`src/design/video_front_pkg.sv`:
```
// constants, register map and types of the video input front end
// assumes a single 40 mhz capture clock and an axi4-lite register port
package video_front_pkg;

  // ---------------------------------------------------------------
  // register map
  // ---------------------------------------------------------------
  localparam int ADDR_W = 12;
  localparam logic [11:0] STATUS_OFFSET = 12'h000;
  localparam logic [11:0] FORMAT_OFFSET = 12'h004;
  localparam logic [11:0] DECIM_OFFSET = 12'h008;
  localparam logic [7:0] FORMAT_RESET = 8'h18;
  localparam logic [7:0] DECIM_RESET = 8'h00;
  localparam logic [1:0] RESP_OKAY = 2'h0;
  localparam logic [1:0] RESP_SLVERR = 2'h2;

  // ---------------------------------------------------------------
  // field positions
  // ---------------------------------------------------------------
  localparam int FMT_RSVD_BIT = 7;
  localparam int MUX_LSB = 5;
  localparam int XT_LSB = 3;
  localparam int STD_LSB = 0;
  localparam int DECIMATE_BY_FIELD_BIT = 7;
  localparam int PARITY_BIT = 6;
  localparam int RATE_LSB = 0;

  // ---------------------------------------------------------------
  // encodings
  // ---------------------------------------------------------------
  localparam logic [1:0] MUX_INPUT_THREE = 2'h0;
  localparam logic [1:0] MUX_INPUT_TWO = 2'h1;
  localparam logic [1:0] MUX_INPUT_ZERO = 2'h2;
  localparam logic [3:0] SEL_THREE = 4'h8;
  localparam logic [3:0] SEL_TWO = 4'h4;
  localparam logic [3:0] SEL_ONE = 4'h2;
  localparam logic [3:0] SEL_ZERO = 4'h1;
  localparam logic [1:0] XT_RESERVED = 2'h0;
  localparam logic [1:0] XT_ZERO = 2'h1;
  localparam logic [1:0] XT_ONE = 2'h2;
  localparam logic [1:0] XT_AUTO = 2'h3;
  localparam logic [2:0] STD_AUTO = 3'h0;
  localparam logic [2:0] STD_NTSC_M = 3'h1;
  localparam logic [2:0] STD_NTSC_NOPED = 3'h2;
  localparam logic [2:0] STD_PAL_BDGHI = 3'h3;
  localparam logic [2:0] STD_PAL_M = 3'h4;
  localparam logic [2:0] STD_PAL_N = 3'h5;
  localparam logic [2:0] STD_SECAM = 3'h6;
  localparam logic [2:0] STD_PAL_NC = 3'h7;
  localparam logic [6:0] PERIOD_NTSC = 7'h3c;
  localparam logic [6:0] PERIOD_PAL = 7'h32;

  typedef enum logic [2:0] {
    DEC_OFF = 3'b001,
    DEC_ALIGN = 3'b010,
    DEC_RUN = 3'b100
  } dec_state_t;

  // ntsc standards count units out of 60, all others out of 50
  function automatic logic is_ntsc(input logic [2:0] std);
    return (std == STD_NTSC_M) || (std == STD_NTSC_NOPED);
  endfunction

endpackage

```
`src/design/drop_spreader.sv`:
```
// even spreading of dropped units over one decimation period
// assumes step is a one-cycle pulse from the owner and first is a level that is only valid with step
`timescale 1ns/1ps
module drop_spreader
  import video_front_pkg::*;
(
  input wire logic aclk,
  input wire logic aresetn,
  input wire logic step,
  input wire logic first,
  input wire logic [5:0] drop_count,
  input wire logic [6:0] period,
  output logic drop_hit
);

  logic [6:0] acc;
  logic [6:0] acc_c;
  logic [6:0] count_c;
  logic [6:0] sum;
  logic last_drop;

  // ---------------------------------------------------------------
  // error accumulator
  // ---------------------------------------------------------------
  // counts above the period saturate: every unit is dropped
  always_comb begin
    count_c = ({1'b0, drop_count} > period) ? period : {1'b0, drop_count};
    // a shorter period can leave acc above it for one cycle, until the clear on a cycle without step
    acc_c = (acc >= period) ? 7'h00 : acc;
    sum = acc_c + count_c;
    drop_hit = first ? (count_c != 7'h00) : (sum >= period);
  end

  always_ff @(posedge aclk) begin
    if (!aresetn) begin
      acc <= 7'h00;
    end else if (step) begin
      if (first) begin
        acc <= 7'h00;
      end else if (drop_hit) begin
        acc <= sum - period;
      end else begin
        acc <= sum;
      end
    end else if (acc >= period) begin
      acc <= 7'h00;
    end
  end

  always_ff @(posedge aclk) begin
    if (!aresetn) begin
      last_drop <= 1'b0;
    end else if (step) begin
      last_drop <= drop_hit;
    end
  end
endmodule // drop_spreader

```
`src/design/video_front_ctrl.sv`:
```
// input select, crystal, standard and temporal decimation control
// assumes field_start/field_is_odd come from logic on aclk and that
// line_count_indicator is an asynchronous level from the decoder
//
// How it works
// - mux field 00 routes analog input three to the video output.
// - crystal field: 01 crystal zero, 10 crystal one, 11 automatic, 00 reserved.
// - standard field 000 detects the standard from the line count indicator.
// - standard codes 001 to 110 force the corresponding input standard.
// - code 111 forces pal n-combination on the enhanced variant only.
// - decimation register resets to zero, nothing dropped after reset.
// - decimation bit 7 selects frame (0) or field (1) dropping.
// - decimation bit 6 selects parity of first dropped field, 0 odd.
// - drop count gives units dropped per 60 (ntsc) or 50 otherwise.
// - drop count zero disables decimation, everything passes.
//
// The AXI4-Lite register port is this design's own decision.
`timescale 1ns/1ps
module video_front_ctrl
  import video_front_pkg::*;
#(
  parameter bit enhanced_variant = 1'b1
) (
  input wire logic aclk,
  input wire logic aresetn,
  input wire logic [11:0] s_axi_awaddr,
  input wire logic s_axi_awvalid,
  output logic s_axi_awready,
  input wire logic [31:0] s_axi_wdata,
  input wire logic [3:0] s_axi_wstrb,
  input wire logic s_axi_wvalid,
  output logic s_axi_wready,
  output logic [1:0] s_axi_bresp,
  output logic s_axi_bvalid,
  input wire logic s_axi_bready,
  input wire logic [11:0] s_axi_araddr,
  input wire logic s_axi_arvalid,
  output logic s_axi_arready,
  output logic [31:0] s_axi_rdata,
  output logic [1:0] s_axi_rresp,
  output logic s_axi_rvalid,
  input wire logic s_axi_rready,
  input wire logic line_count_indicator,
  input wire logic field_start,
  input wire logic field_is_odd,
  output logic [3:0] selected_video_out,
  output logic crystal_zero,
  output logic crystal_one,
  output logic [2:0] video_standard,
  output logic field_pass,
  output logic field_drop
);

  // ---------------------------------------------------------------
  // register bus
  // ---------------------------------------------------------------
  logic aw_held;
  logic w_held;
  logic [11:0] aw_addr;
  logic [7:0] w_byte;
  logic w_lane;
  logic do_write;
  logic [7:0] input_format_control;
  logic [7:0] temporal_decimation_control;
  logic decim_written;
  logic [7:0] status_word;

  function automatic logic is_mapped(input logic [11:0] addr);
    if (addr == STATUS_OFFSET) begin
      return 1'b1;
    end else if (addr == FORMAT_OFFSET) begin
      return 1'b1;
    end else if (addr == DECIM_OFFSET) begin
      return 1'b1;
    end else begin
      return 1'b0;
    end
  endfunction

  assign s_axi_awready = !aw_held;
  assign s_axi_wready = !w_held;
  assign s_axi_arready = !s_axi_rvalid;
  assign do_write = aw_held && w_held && !s_axi_bvalid;

  always_ff @(posedge aclk) begin
    if (!aresetn) begin
      aw_held <= 1'b0;
      aw_addr <= 12'h000;
    end else if (s_axi_awvalid && s_axi_awready) begin
      aw_held <= 1'b1;
      aw_addr <= {s_axi_awaddr[11:2], 2'b00};
    end else if (do_write) begin
      aw_held <= 1'b0;
    end
  end

  always_ff @(posedge aclk) begin
    if (!aresetn) begin
      w_held <= 1'b0;
      w_byte <= 8'h00;
      w_lane <= 1'b0;
    end else if (s_axi_wvalid && s_axi_wready) begin
      w_held <= 1'b1;
      w_byte <= s_axi_wdata[7:0];
      w_lane <= s_axi_wstrb[0];
    end else if (do_write) begin
      w_held <= 1'b0;
    end
  end

  always_ff @(posedge aclk) begin
    if (!aresetn) begin
      s_axi_bvalid <= 1'b0;
      s_axi_bresp <= RESP_OKAY;
    end else if (do_write) begin
      s_axi_bvalid <= 1'b1;
      s_axi_bresp <= is_mapped(aw_addr) ? RESP_OKAY : RESP_SLVERR;
    end else if (s_axi_bready) begin
      s_axi_bvalid <= 1'b0;
    end
  end

  // reserved bit 7 of the format register always stores zero
  always_ff @(posedge aclk) begin
    if (!aresetn) begin
      input_format_control <= FORMAT_RESET;
    end else if (do_write && w_lane && (aw_addr == FORMAT_OFFSET)) begin
      input_format_control <= {1'b0, w_byte[FMT_RSVD_BIT-1:0]};
    end
  end

  always_ff @(posedge aclk) begin
    if (!aresetn) begin
      temporal_decimation_control <= DECIM_RESET;
      decim_written <= 1'b0;
    end else if (do_write && w_lane && (aw_addr == DECIM_OFFSET)) begin
      temporal_decimation_control <= w_byte;
      decim_written <= 1'b1;
    end else begin
      decim_written <= 1'b0;
    end
  end

  always_ff @(posedge aclk) begin
    if (!aresetn) begin
      s_axi_rvalid <= 1'b0;
      s_axi_rdata <= 32'h0000_0000;
      s_axi_rresp <= RESP_OKAY;
    end else if (s_axi_arvalid && s_axi_arready) begin
      s_axi_rvalid <= 1'b1;
      s_axi_rresp <= RESP_OKAY;
      if (s_axi_araddr[11:2] == STATUS_OFFSET[11:2]) begin
        s_axi_rdata <= {24'h00_0000, status_word};
      end else if (s_axi_araddr[11:2] == FORMAT_OFFSET[11:2]) begin
        s_axi_rdata <= {24'h00_0000, input_format_control};
      end else if (s_axi_araddr[11:2] == DECIM_OFFSET[11:2]) begin
        s_axi_rdata <= {24'h00_0000, temporal_decimation_control};
      end else begin
        s_axi_rdata <= 32'h0000_0000;
        s_axi_rresp <= RESP_SLVERR;
      end
    end else if (s_axi_rready) begin
      s_axi_rvalid <= 1'b0;
    end
  end

  // ---------------------------------------------------------------
  // line count indicator synchroniser
  // ---------------------------------------------------------------
  logic lci_s1;
  logic lci_s2;
  logic lci_s3;
  logic lci;

  always_ff @(posedge aclk) begin
    if (!aresetn) begin
      lci_s1 <= 1'b0;
      lci_s2 <= 1'b0;
      lci_s3 <= 1'b0;
      lci <= 1'b0;
    end else begin
      lci_s1 <= line_count_indicator;
      lci_s2 <= lci_s1;
      lci_s3 <= lci_s2;
      if (lci_s2 == lci_s3) begin
        lci <= lci_s3;
      end
    end
  end

  // ---------------------------------------------------------------
  // input, crystal and standard selection
  // ---------------------------------------------------------------
  logic [1:0] mux_field;
  logic [1:0] xt_field;
  logic [2:0] std_field;
  logic [2:0] detected;
  logic [2:0] next_standard;
  logic [3:0] next_select;
  logic next_xt0;
  logic next_xt1;

  assign mux_field = input_format_control[MUX_LSB +: 2];
  assign xt_field = input_format_control[XT_LSB +: 2];
  assign std_field = input_format_control[STD_LSB +: 3];
  // a long line count means a 625-line standard
  assign detected = lci ? STD_PAL_BDGHI : STD_NTSC_M;

  always_comb begin
    case (mux_field)
      MUX_INPUT_THREE: next_select = SEL_THREE;
      MUX_INPUT_TWO: next_select = SEL_TWO;
      MUX_INPUT_ZERO: next_select = SEL_ZERO;
      default: next_select = SEL_ONE;
    endcase
  end

  // reserved 111 on the base variant falls back to detection
  always_comb begin
    case (std_field)
      STD_AUTO: next_standard = detected;
      STD_PAL_NC: next_standard = enhanced_variant ? STD_PAL_NC : detected;
      default: next_standard = std_field;
    endcase
  end

  always_comb begin
    case (xt_field)
      XT_ZERO: begin
        next_xt0 = 1'b1;
        next_xt1 = 1'b0;
      end
      XT_ONE: begin
        next_xt0 = 1'b0;
        next_xt1 = 1'b1;
      end
      XT_AUTO: begin
        next_xt0 = is_ntsc(next_standard);
        next_xt1 = !is_ntsc(next_standard);
      end
      default: begin
        next_xt0 = 1'b1;
        next_xt1 = 1'b0;
      end
    endcase
  end

  always_ff @(posedge aclk) begin
    if (!aresetn) begin
      selected_video_out <= SEL_THREE;
      video_standard <= STD_NTSC_M;
      crystal_zero <= 1'b1;
      crystal_one <= 1'b0;
    end else begin
      selected_video_out <= next_select;
      video_standard <= next_standard;
      crystal_zero <= next_xt0;
      crystal_one <= next_xt1;
    end
  end

  // ---------------------------------------------------------------
  // temporal decimation
  // ---------------------------------------------------------------
  dec_state_t state;
  dec_state_t next_state;
  logic by_field;
  logic even_first;
  logic [5:0] drop_count;
  logic [6:0] period;
  logic [6:0] last_period;
  logic lead_field;
  logic step;
  logic first;
  logic drop_hit;
  logic frame_drop;
  logic next_drop;

  assign by_field = temporal_decimation_control[DECIMATE_BY_FIELD_BIT];
  assign even_first = temporal_decimation_control[PARITY_BIT];
  assign drop_count = temporal_decimation_control[RATE_LSB +: 6];
  assign period = is_ntsc(video_standard) ? PERIOD_NTSC : PERIOD_PAL;
  // a field of the chosen parity opens each frame and the first dropped unit
  assign lead_field = (field_is_odd != even_first);

  // any decimation write with a nonzero count, or a period change, realigns the period
  always_comb begin
    next_state = state;
    case (state)
      DEC_OFF: if (drop_count != 6'h00) next_state = DEC_ALIGN;
      DEC_ALIGN: if (field_start && lead_field) next_state = DEC_RUN;
      DEC_RUN: next_state = DEC_RUN;
      default: next_state = DEC_OFF;
    endcase
    if (drop_count == 6'h00) begin
      next_state = DEC_OFF;
    end else if (decim_written || (period != last_period)) begin
      next_state = DEC_ALIGN;
    end
  end

  always_ff @(posedge aclk) begin
    if (!aresetn) begin
      state <= DEC_OFF;
      last_period <= PERIOD_NTSC;
    end else begin
      state <= next_state;
      last_period <= period;
    end
  end

  // frame mode advances once per frame, on its leading field
  always_comb begin
    first = (state == DEC_ALIGN) && lead_field;
    step = 1'b0;
    next_drop = 1'b0;
    if (field_start && (drop_count != 6'h00)) begin
      case (state)
        DEC_ALIGN: begin
          step = first;
          next_drop = first && drop_hit;
        end
        DEC_RUN: begin
          if (by_field || lead_field) begin
            step = 1'b1;
            next_drop = drop_hit;
          end else begin
            next_drop = frame_drop;
          end
        end
        default: next_drop = 1'b0;
      endcase
    end
  end

  drop_spreader spreader (
    .aclk(aclk),
    .aresetn(aresetn),
    .step(step),
    .first(first),
    .drop_count(drop_count),
    .period(period),
    .drop_hit(drop_hit)
  );

  always_ff @(posedge aclk) begin
    if (!aresetn) begin
      frame_drop <= 1'b0;
    end else if (step) begin
      frame_drop <= drop_hit;
    end
  end

  always_ff @(posedge aclk) begin
    if (!aresetn) begin
      field_pass <= 1'b0;
      field_drop <= 1'b0;
    end else begin
      field_pass <= field_start && !next_drop;
      field_drop <= field_start && next_drop;
    end
  end

  assign status_word = {state == DEC_RUN, lci, crystal_one, crystal_zero,
                        1'b0, video_standard};
endmodule // video_front_ctrl

```
`config.mk`:
```
export PLATFORM = sky130hd
export DESIGN_NAME = video_front_ctrl
export DESIGN_NICKNAME = d
export VERILOG_FILES = /design/src/design/video_front_pkg.sv /design/src/design/drop_spreader.sv /design/src/design/video_front_ctrl.sv
export SDC_FILE = /design/constraint.sdc
export NUM_CORES = 1
export LEC_CHECK = 0
export ABC_AREA = 0
export BUFFER_PORTS_ARGS = -buffer_cell sky130_fd_sc_hd__buf_2
export CAP_MARGIN = 20
export CORE_MARGIN = 4
export CORE_UTILIZATION = 30
export CTS_BUF_LIST = sky130_fd_sc_hd__clkbuf_4 sky130_fd_sc_hd__clkbuf_8
export DETAILED_ROUTE_END_ITERATION = 7
export PLACE_DENSITY = 0.62
export SLEW_MARGIN = 20
export SYNTH_ARGS = -nofsm -noshare
export SYNTH_HDL_FRONTEND = slang
export SYNTH_SLANG_ARGS = --single-unit
```
`constraint.sdc`:
```
create_clock -name aclk -period 5.9 [get_ports aclk]
set_input_delay 0.59 -clock aclk [delete_from_list [all_inputs] [get_ports aclk]]
set_output_delay 0.59 -clock aclk [all_outputs]
set_load 0.01 [all_outputs]
```
* Yosys cells after proc, flatten, opt, wreduce, memory -nomap -nowiden
Index checks and enable logic that the tools add are counted.
Widths: inputs -> output; s select.
** Cells by class
- Muxes and demuxes :: 42
- $add $sub $neg :: 2
- Reduce and logical (&&, ||, !) cells :: 39
- Order comparisons :: 3
- Bitwise operators :: 1
- Equal/unequal tests :: 23
** Operators with widths (number)
- $mux 7 :: 4
- $mux 8 :: 3
- $eq 10x1->1 const B :: 2
- $eq 10x2->1 const B :: 2
- $mux 1 :: 18
- $ge 7x6->1 :: 2
- $logic_and 1x1->1 :: 14
- $logic_not 12->1 :: 1
- $mux 2 :: 6
- $pmux 4 s3 :: 1
- $logic_not 10->1 :: 1
- $eq 3x1->1 const B :: 3
- $eq 3x2->1 const B :: 3
- $pmux 3 s3 :: 1
- $pmux 1 s2 :: 4
- $reduce_bool 2->1 :: 4
- $add 7x7->7 :: 1
- $ne 6x7->1 :: 1
- $reduce_bool 7->1 :: 1
- $sub 7x6->7 :: 1
- $eq 2x2->1 const B :: 3
- $eq 3x3->1 const B :: 2
- $gt 6x6->1 :: 1
- $logic_not 1->1 :: 6
- other kinds (18) :: 25
** Storage, ports and cells
- Flip-flop bits (word level) :: 108
- Output and inout port bits :: 52
- Logic and storage cells :: 138

* Logic depth before layout (Yosys ltp)
- Depth after elaboration :: 13
- Mapped depth :: 21
- Mapped depth without buffers :: 20

* Hierarchy
Synthesis repeated with hierarchy kept, for this count alone.
** Unflattened totals
- Cell total of the unflattened synthesis :: 527
- Area total of the unflattened synthesis :: 4466.8 um^2
** Modules (own cells, without submodules)
- video_front_ctrl :: area each 2966.6 um^2, cells an instance 344, instances 1
- drop_spreader :: area each 1500.2 um^2, cells an instance 183, instances 1

* Worst setup path after synthesis
OpenSTA, ideal clock, no wires.
- Path kind :: flip-flop to flip-flop
- Start point :: register video_standard[1]
- End point :: register spreader.acc[2]
- Setup time :: 0.117 ns
- Stages on the path, launching flop included :: 22
- Data arrival time :: 4.641 ns
- Required time :: 5.783 ns
- Slack :: 1.143 ns
- Path buffers :: 1
- Period minus slack after synthesis :: 4.757 ns
- Path through :: dfxtp_1 xor2_1 nand2b_1 clkbuf_1 ha_1 inv_1 o21ai_0 a21o_1 a21o_1 a31oi_1 and2_1 ha_1 inv_1 fa_1 ha_1 inv_1 fa_1 a21oi_1 and2_1 o311a_2 mux2_4 a22o_1
** On the way
- Word-level cells in the longest chain between the ends :: 11
** Ends and longest elaborated chain
- start, declared :: line video_front_ctrl.sv:49 : output logic [2:0] video_standard,
- start signal, assigned :: line video_front_ctrl.sv:256 : video_standard <= next_standard;
- $eq 3x1->1 or $eq 3x2->1 (tied branches) :: line video_front_pkg.sv:61 : return (std == STD_NTSC_M) || (std == STD_NTSC_NOPED);
- $logic_or 1x1->1 (*) :: line video_front_pkg.sv:61
- $mux 4 (*) :: line video_front_ctrl.sv:282 : assign period = is_ntsc(video_standard) ? PERIOD_NTSC : PERIOD_PAL;
- net period[1] :: line video_front_ctrl.sv:270 : logic [6:0] period;
- $ge 7x6->1 or $gt 6x6->1 (tied branches) :: line drop_spreader.sv:29, drop_spreader.sv:45, drop_spreader.sv:27
- $mux 7 or $mux 6 (tied branches) :: line drop_spreader.sv:29, drop_spreader.sv:27
- $add 7x7->7 :: line drop_spreader.sv:30 : sum = acc_c + count_c;
- $ge 7x6->1 :: line drop_spreader.sv:31 : drop_hit = first ? (count_c != 7'h00) : (sum >= period);
- $mux 1 :: line drop_spreader.sv:31
- $mux 7 :: line drop_spreader.sv:40 : end else if (drop_hit) begin
- $mux 7 :: line drop_spreader.sv:38 : if (first) begin
- $mux 7 (*) :: line drop_spreader.sv:37 : end else if (step) begin
- end signal, assigned :: line drop_spreader.sv:41 : acc <= sum - period;
- end signal, assigned :: line drop_spreader.sv:43 : acc <= sum;
- end, declared :: line drop_spreader.sv:16 : logic [6:0] acc;
The timed path passes the listed nets; every way through them passes the cells marked *.
A chain may end at the register's enable or synchronous reset.

* Worst setup path in the final report
- Start point :: register video_standard[1]
- End point :: register spreader.acc[2]
** On the way
- Word-level cells in the longest chain between the ends :: 11
** Ends and longest elaborated chain (line)
- $eq 3x1->1 or $eq 3x2->1 (tied branches) :: video_front_pkg.sv:61
- $logic_or 1x1->1 (*) :: video_front_pkg.sv:61
- $mux 4 (*) :: video_front_ctrl.sv:282
- $ge 7x6->1 or $gt 6x6->1 (tied branches) :: drop_spreader.sv:29, drop_spreader.sv:45, drop_spreader.sv:27
- $mux 7 or $mux 6 (tied branches) :: drop_spreader.sv:29, drop_spreader.sv:27
- $add 7x7->7 :: drop_spreader.sv:30
- $ge 7x6->1 :: drop_spreader.sv:31
- $mux 1 :: drop_spreader.sv:31
- $mux 7 :: drop_spreader.sv:40
- $mux 7 :: drop_spreader.sv:38
- $mux 7 (*) :: drop_spreader.sv:37
Every way passes the cells marked *; elsewhere a longest branch is shown, timed or not.

==> impl_metrics.ini <==
[run_status]
outcome = finished clean

[synthesis]
syn_inst = 459
synth_edf_count = 0
synthArstFlopShare_pct = 0
ys_dominant_reg_cell = dfxtp_1
ys_top_cells_by_area = dfxtp_1, nand2_1, a21oi_1
avgSynthCellArea_sq_um = 8.46
synth_top_cell_area_share_pct = 39.7
ys_seq_area_share_pct = 39.7
syn-cell-area_sq_um = 3880
synth_top_area_cell = dfxtp_1
ys_warn_count = 0
ys_types = 58
synthTopCellsByCount = dfxtp_1, nand2_1, nor2_1
synth-seq-cells = 77
synth.most_common_cell = dfxtp_1

[finish]
fill_cells = 1370
antenna_cells = 0
area_delta_synth_final_pct = 14.8
nets = 605
final_layout_size_suffix_gt1_share_pct = 17.7

[timing]
rsz0062_at_grt = false
worstMarginPinSlew_ps = 655
max-slew-margin-rel_pct = 56.3
setup_viol = 0
fmax_mhz = 210
finalHoldViolCount = 0
layout_min_cycle_time_ps = 4750
slew_viol_final = 0
skew_ps = 12.3
layout_setup_ws_ps = 1150
finalSetupTns_ps = 0
finalCritPeriodShare_pct = 80.6

[die]
rows = 41
die_y_um = 122
initial_core_util_pct = 30.8
fp.dieW_um = 122
core_sq_um = 12600
die_area_sq_um = 14800
ios = 122

[drt]
drc = 0
first_pass_iters = 4
drt-wirelength-per-cell_um = 12.3
drt_iter0_drc = 89
num_vias = 3127
postRouteAntennaNets = 0
routed_wl_mm = 8.54
vias_per_cell = 4.51

[flow_run]
cap_violations = 0

[global_routing]
track_usage_pct = 11.6
grt_pass1_wl_mm = 13.9
gr-total-overflow = 0
grt_pass1_vias = 3113
grt_max_degree = 28
antenna_found_initial = 0

[worst_setup_path]
worstPathArrival_ps = 4990
r2r_start = video_standard[1]
worstSetupEndpointType = flip-flop
r2r_end = spreader.acc[2]
start_kind = flip-flop
r2r_cells = 20
r2r_slack_ps = 1150
required_ps = 6140
crit_type = reg2reg
worstPathMaxFanout = 7

[worst_hold_path]
hold_path.startpoint = s_axi_rready
min_path_type = in2reg
hold_depth = 2
holdPathEnd = s_axi_rvalid

[cts]
clk_pin_slew_ps = 80
cts_tree = done
cts_setup_buffers = 0
cts_made_buffers = 9
cts-root-buf = clkbuf_8
clk_latency_ps = 340
cts_hold_buf = 0
cts_sinks = 77
ctsResizeCount = 0
cts_max_level = 3
cts.path.max_buffers = 2

[power]
cellPowerDensity_nw_per_um2 = 224
p_leak_nw = 2.11
peakVddDrop_uv = 118

[placement]
port_buffers = 64
hpwl_mm = 6.79
place_ws_ps = 1150
gp_congestion = 0.791
==> cell families (layout without fill, tap and decap cells) <==
family / count (synthesis) / count (layout) / share of synthesized area (%)
other: 1 / 26 / 0.0966
muxes: 24 / 24 / 6.45
DFF: 77 / 77 / 39.7
AOI/OAI and AO/OA: 96 / 96 / 16.8
adders and majority gates: 17 / 17 / 5.87
xor gates and xnor gates: 8 / 8 / 1.81
buffers and inverters: 61 / 98 / 8.41
and+or+nand+nor: 175 / 175 / 20.9
==> worst max-delay path by stage <==
stage                            from         endpoint  slack, ps  cells after the start
global route        video_standard[1]  spreader.acc[3]        820                     19
floorplan           video_standard[1]  spreader.acc[2]       1140                     21
finish              video_standard[1]  spreader.acc[2]       1150                     20
CTS                 video_standard[0]  spreader.acc[2]       1120                     20
global placement    video_standard[0]  spreader.acc[2]       1170                     20
detailed placement  video_standard[0]  spreader.acc[2]       1150                     20
==> flip-flops by register name, indices dropped and copies added (netlist names), 2 cells and up <==
| register | flops |
|---|---|
| aw_addr | 10 |
| input_format_control | 7 |
| last_period | 2 |
| s_axi_rdata | 8 |
| selected_video_out | 4 |
| spreader.acc | 7 |
| state | 3 |
| temporal_decimation_control | 8 |
| video_standard | 3 |
| w_byte | 8 |
==> critical path, stage by stage, from the launching register on <==
cell	delay [ps]
dfxtp_1	370
xor2_1	150
nand2b_1	150
ha_1	320
inv_1	50
o21ai_0	80
a21o_1	190
a21o_1	190
a31oi_1	410
and2_1	200
ha_1	200
inv_1	70
fa_1	500
ha_1	140
inv_1	50
fa_1	400
a21oi_1	220
and2_1	200
o311a_2	280
mux2_4	310
a22o_1	170
==> where the power goes <==
group	internal, mW	leakage, nW	switching [mW]
clock	0.211	0.0991	0.177
combinational	0.0252	1.39	0.0450
sequential	0.532	0.625	0.00757
total	0.768	2.11	0.230
==> per-layer routing <==
metal | wire [um] | GRT usage, %
met1 | 3670 | 13.1
met2 | 4360 | 21.3
met3 | 420 | 3.16
met4 | 88 | 3.36
met5 | 0 | 0
==> placed cells by master, fill, tap and decap left out, types with 3 or more instances in the layout <==
cell type  count
nor2b_1        5
nand3b_1       4
and3_1         3
nand2_1       64
and2_1        12
a22o_1         4
nor3_1         4
o21ai_0       11
mux2i_1       22
ha_1          15
xnor2_1        4
nand2b_1       4
clkbuf_8      10
dfxtp_1       77
nor2_1        59
buf_2         64
a21o_1         6
nor4_1         4
xor2_1         4
conb_1        26
a21oi_1       47
inv_1         18
==> final cells by class <==
| cell class | instances | area [sq um] | area share (%) |
|---|---|---|---|
| tap | 172 | 215 | 4.83 |
| inverter | 18 | 67.6 | 1.52 |
| clock inverter | 2 | 35.0 | 0.787 |
| multi-input combinational | 346 | 2110 | 47.3 |
| sequential | 77 | 1540 | 34.6 |
| timing repair buffer | 66 | 335 | 7.53 |
| clock buffer | 12 | 153 | 3.43 |
==> through the flow <==
step | hold WS, ps | total power, mW | instances | util (%) | cell area (sq um)
after floorplan | 412 | 0.607 | 484 | - | 3980
final | 416 | 0.998 | 693 | 35.3 | 4450
after CTS | 407 | 1.01 | 693 | 35.3 | 4450
after detailed placement | 441 | 0.622 | 679 | 33.8 | 4270
after global placement | 414 | 0.620 | 679 | 33.8 | 4270
after global routing | 404 | 1.04 | 693 | 35.3 | 4450
Power figures use the tool's default switching activity.
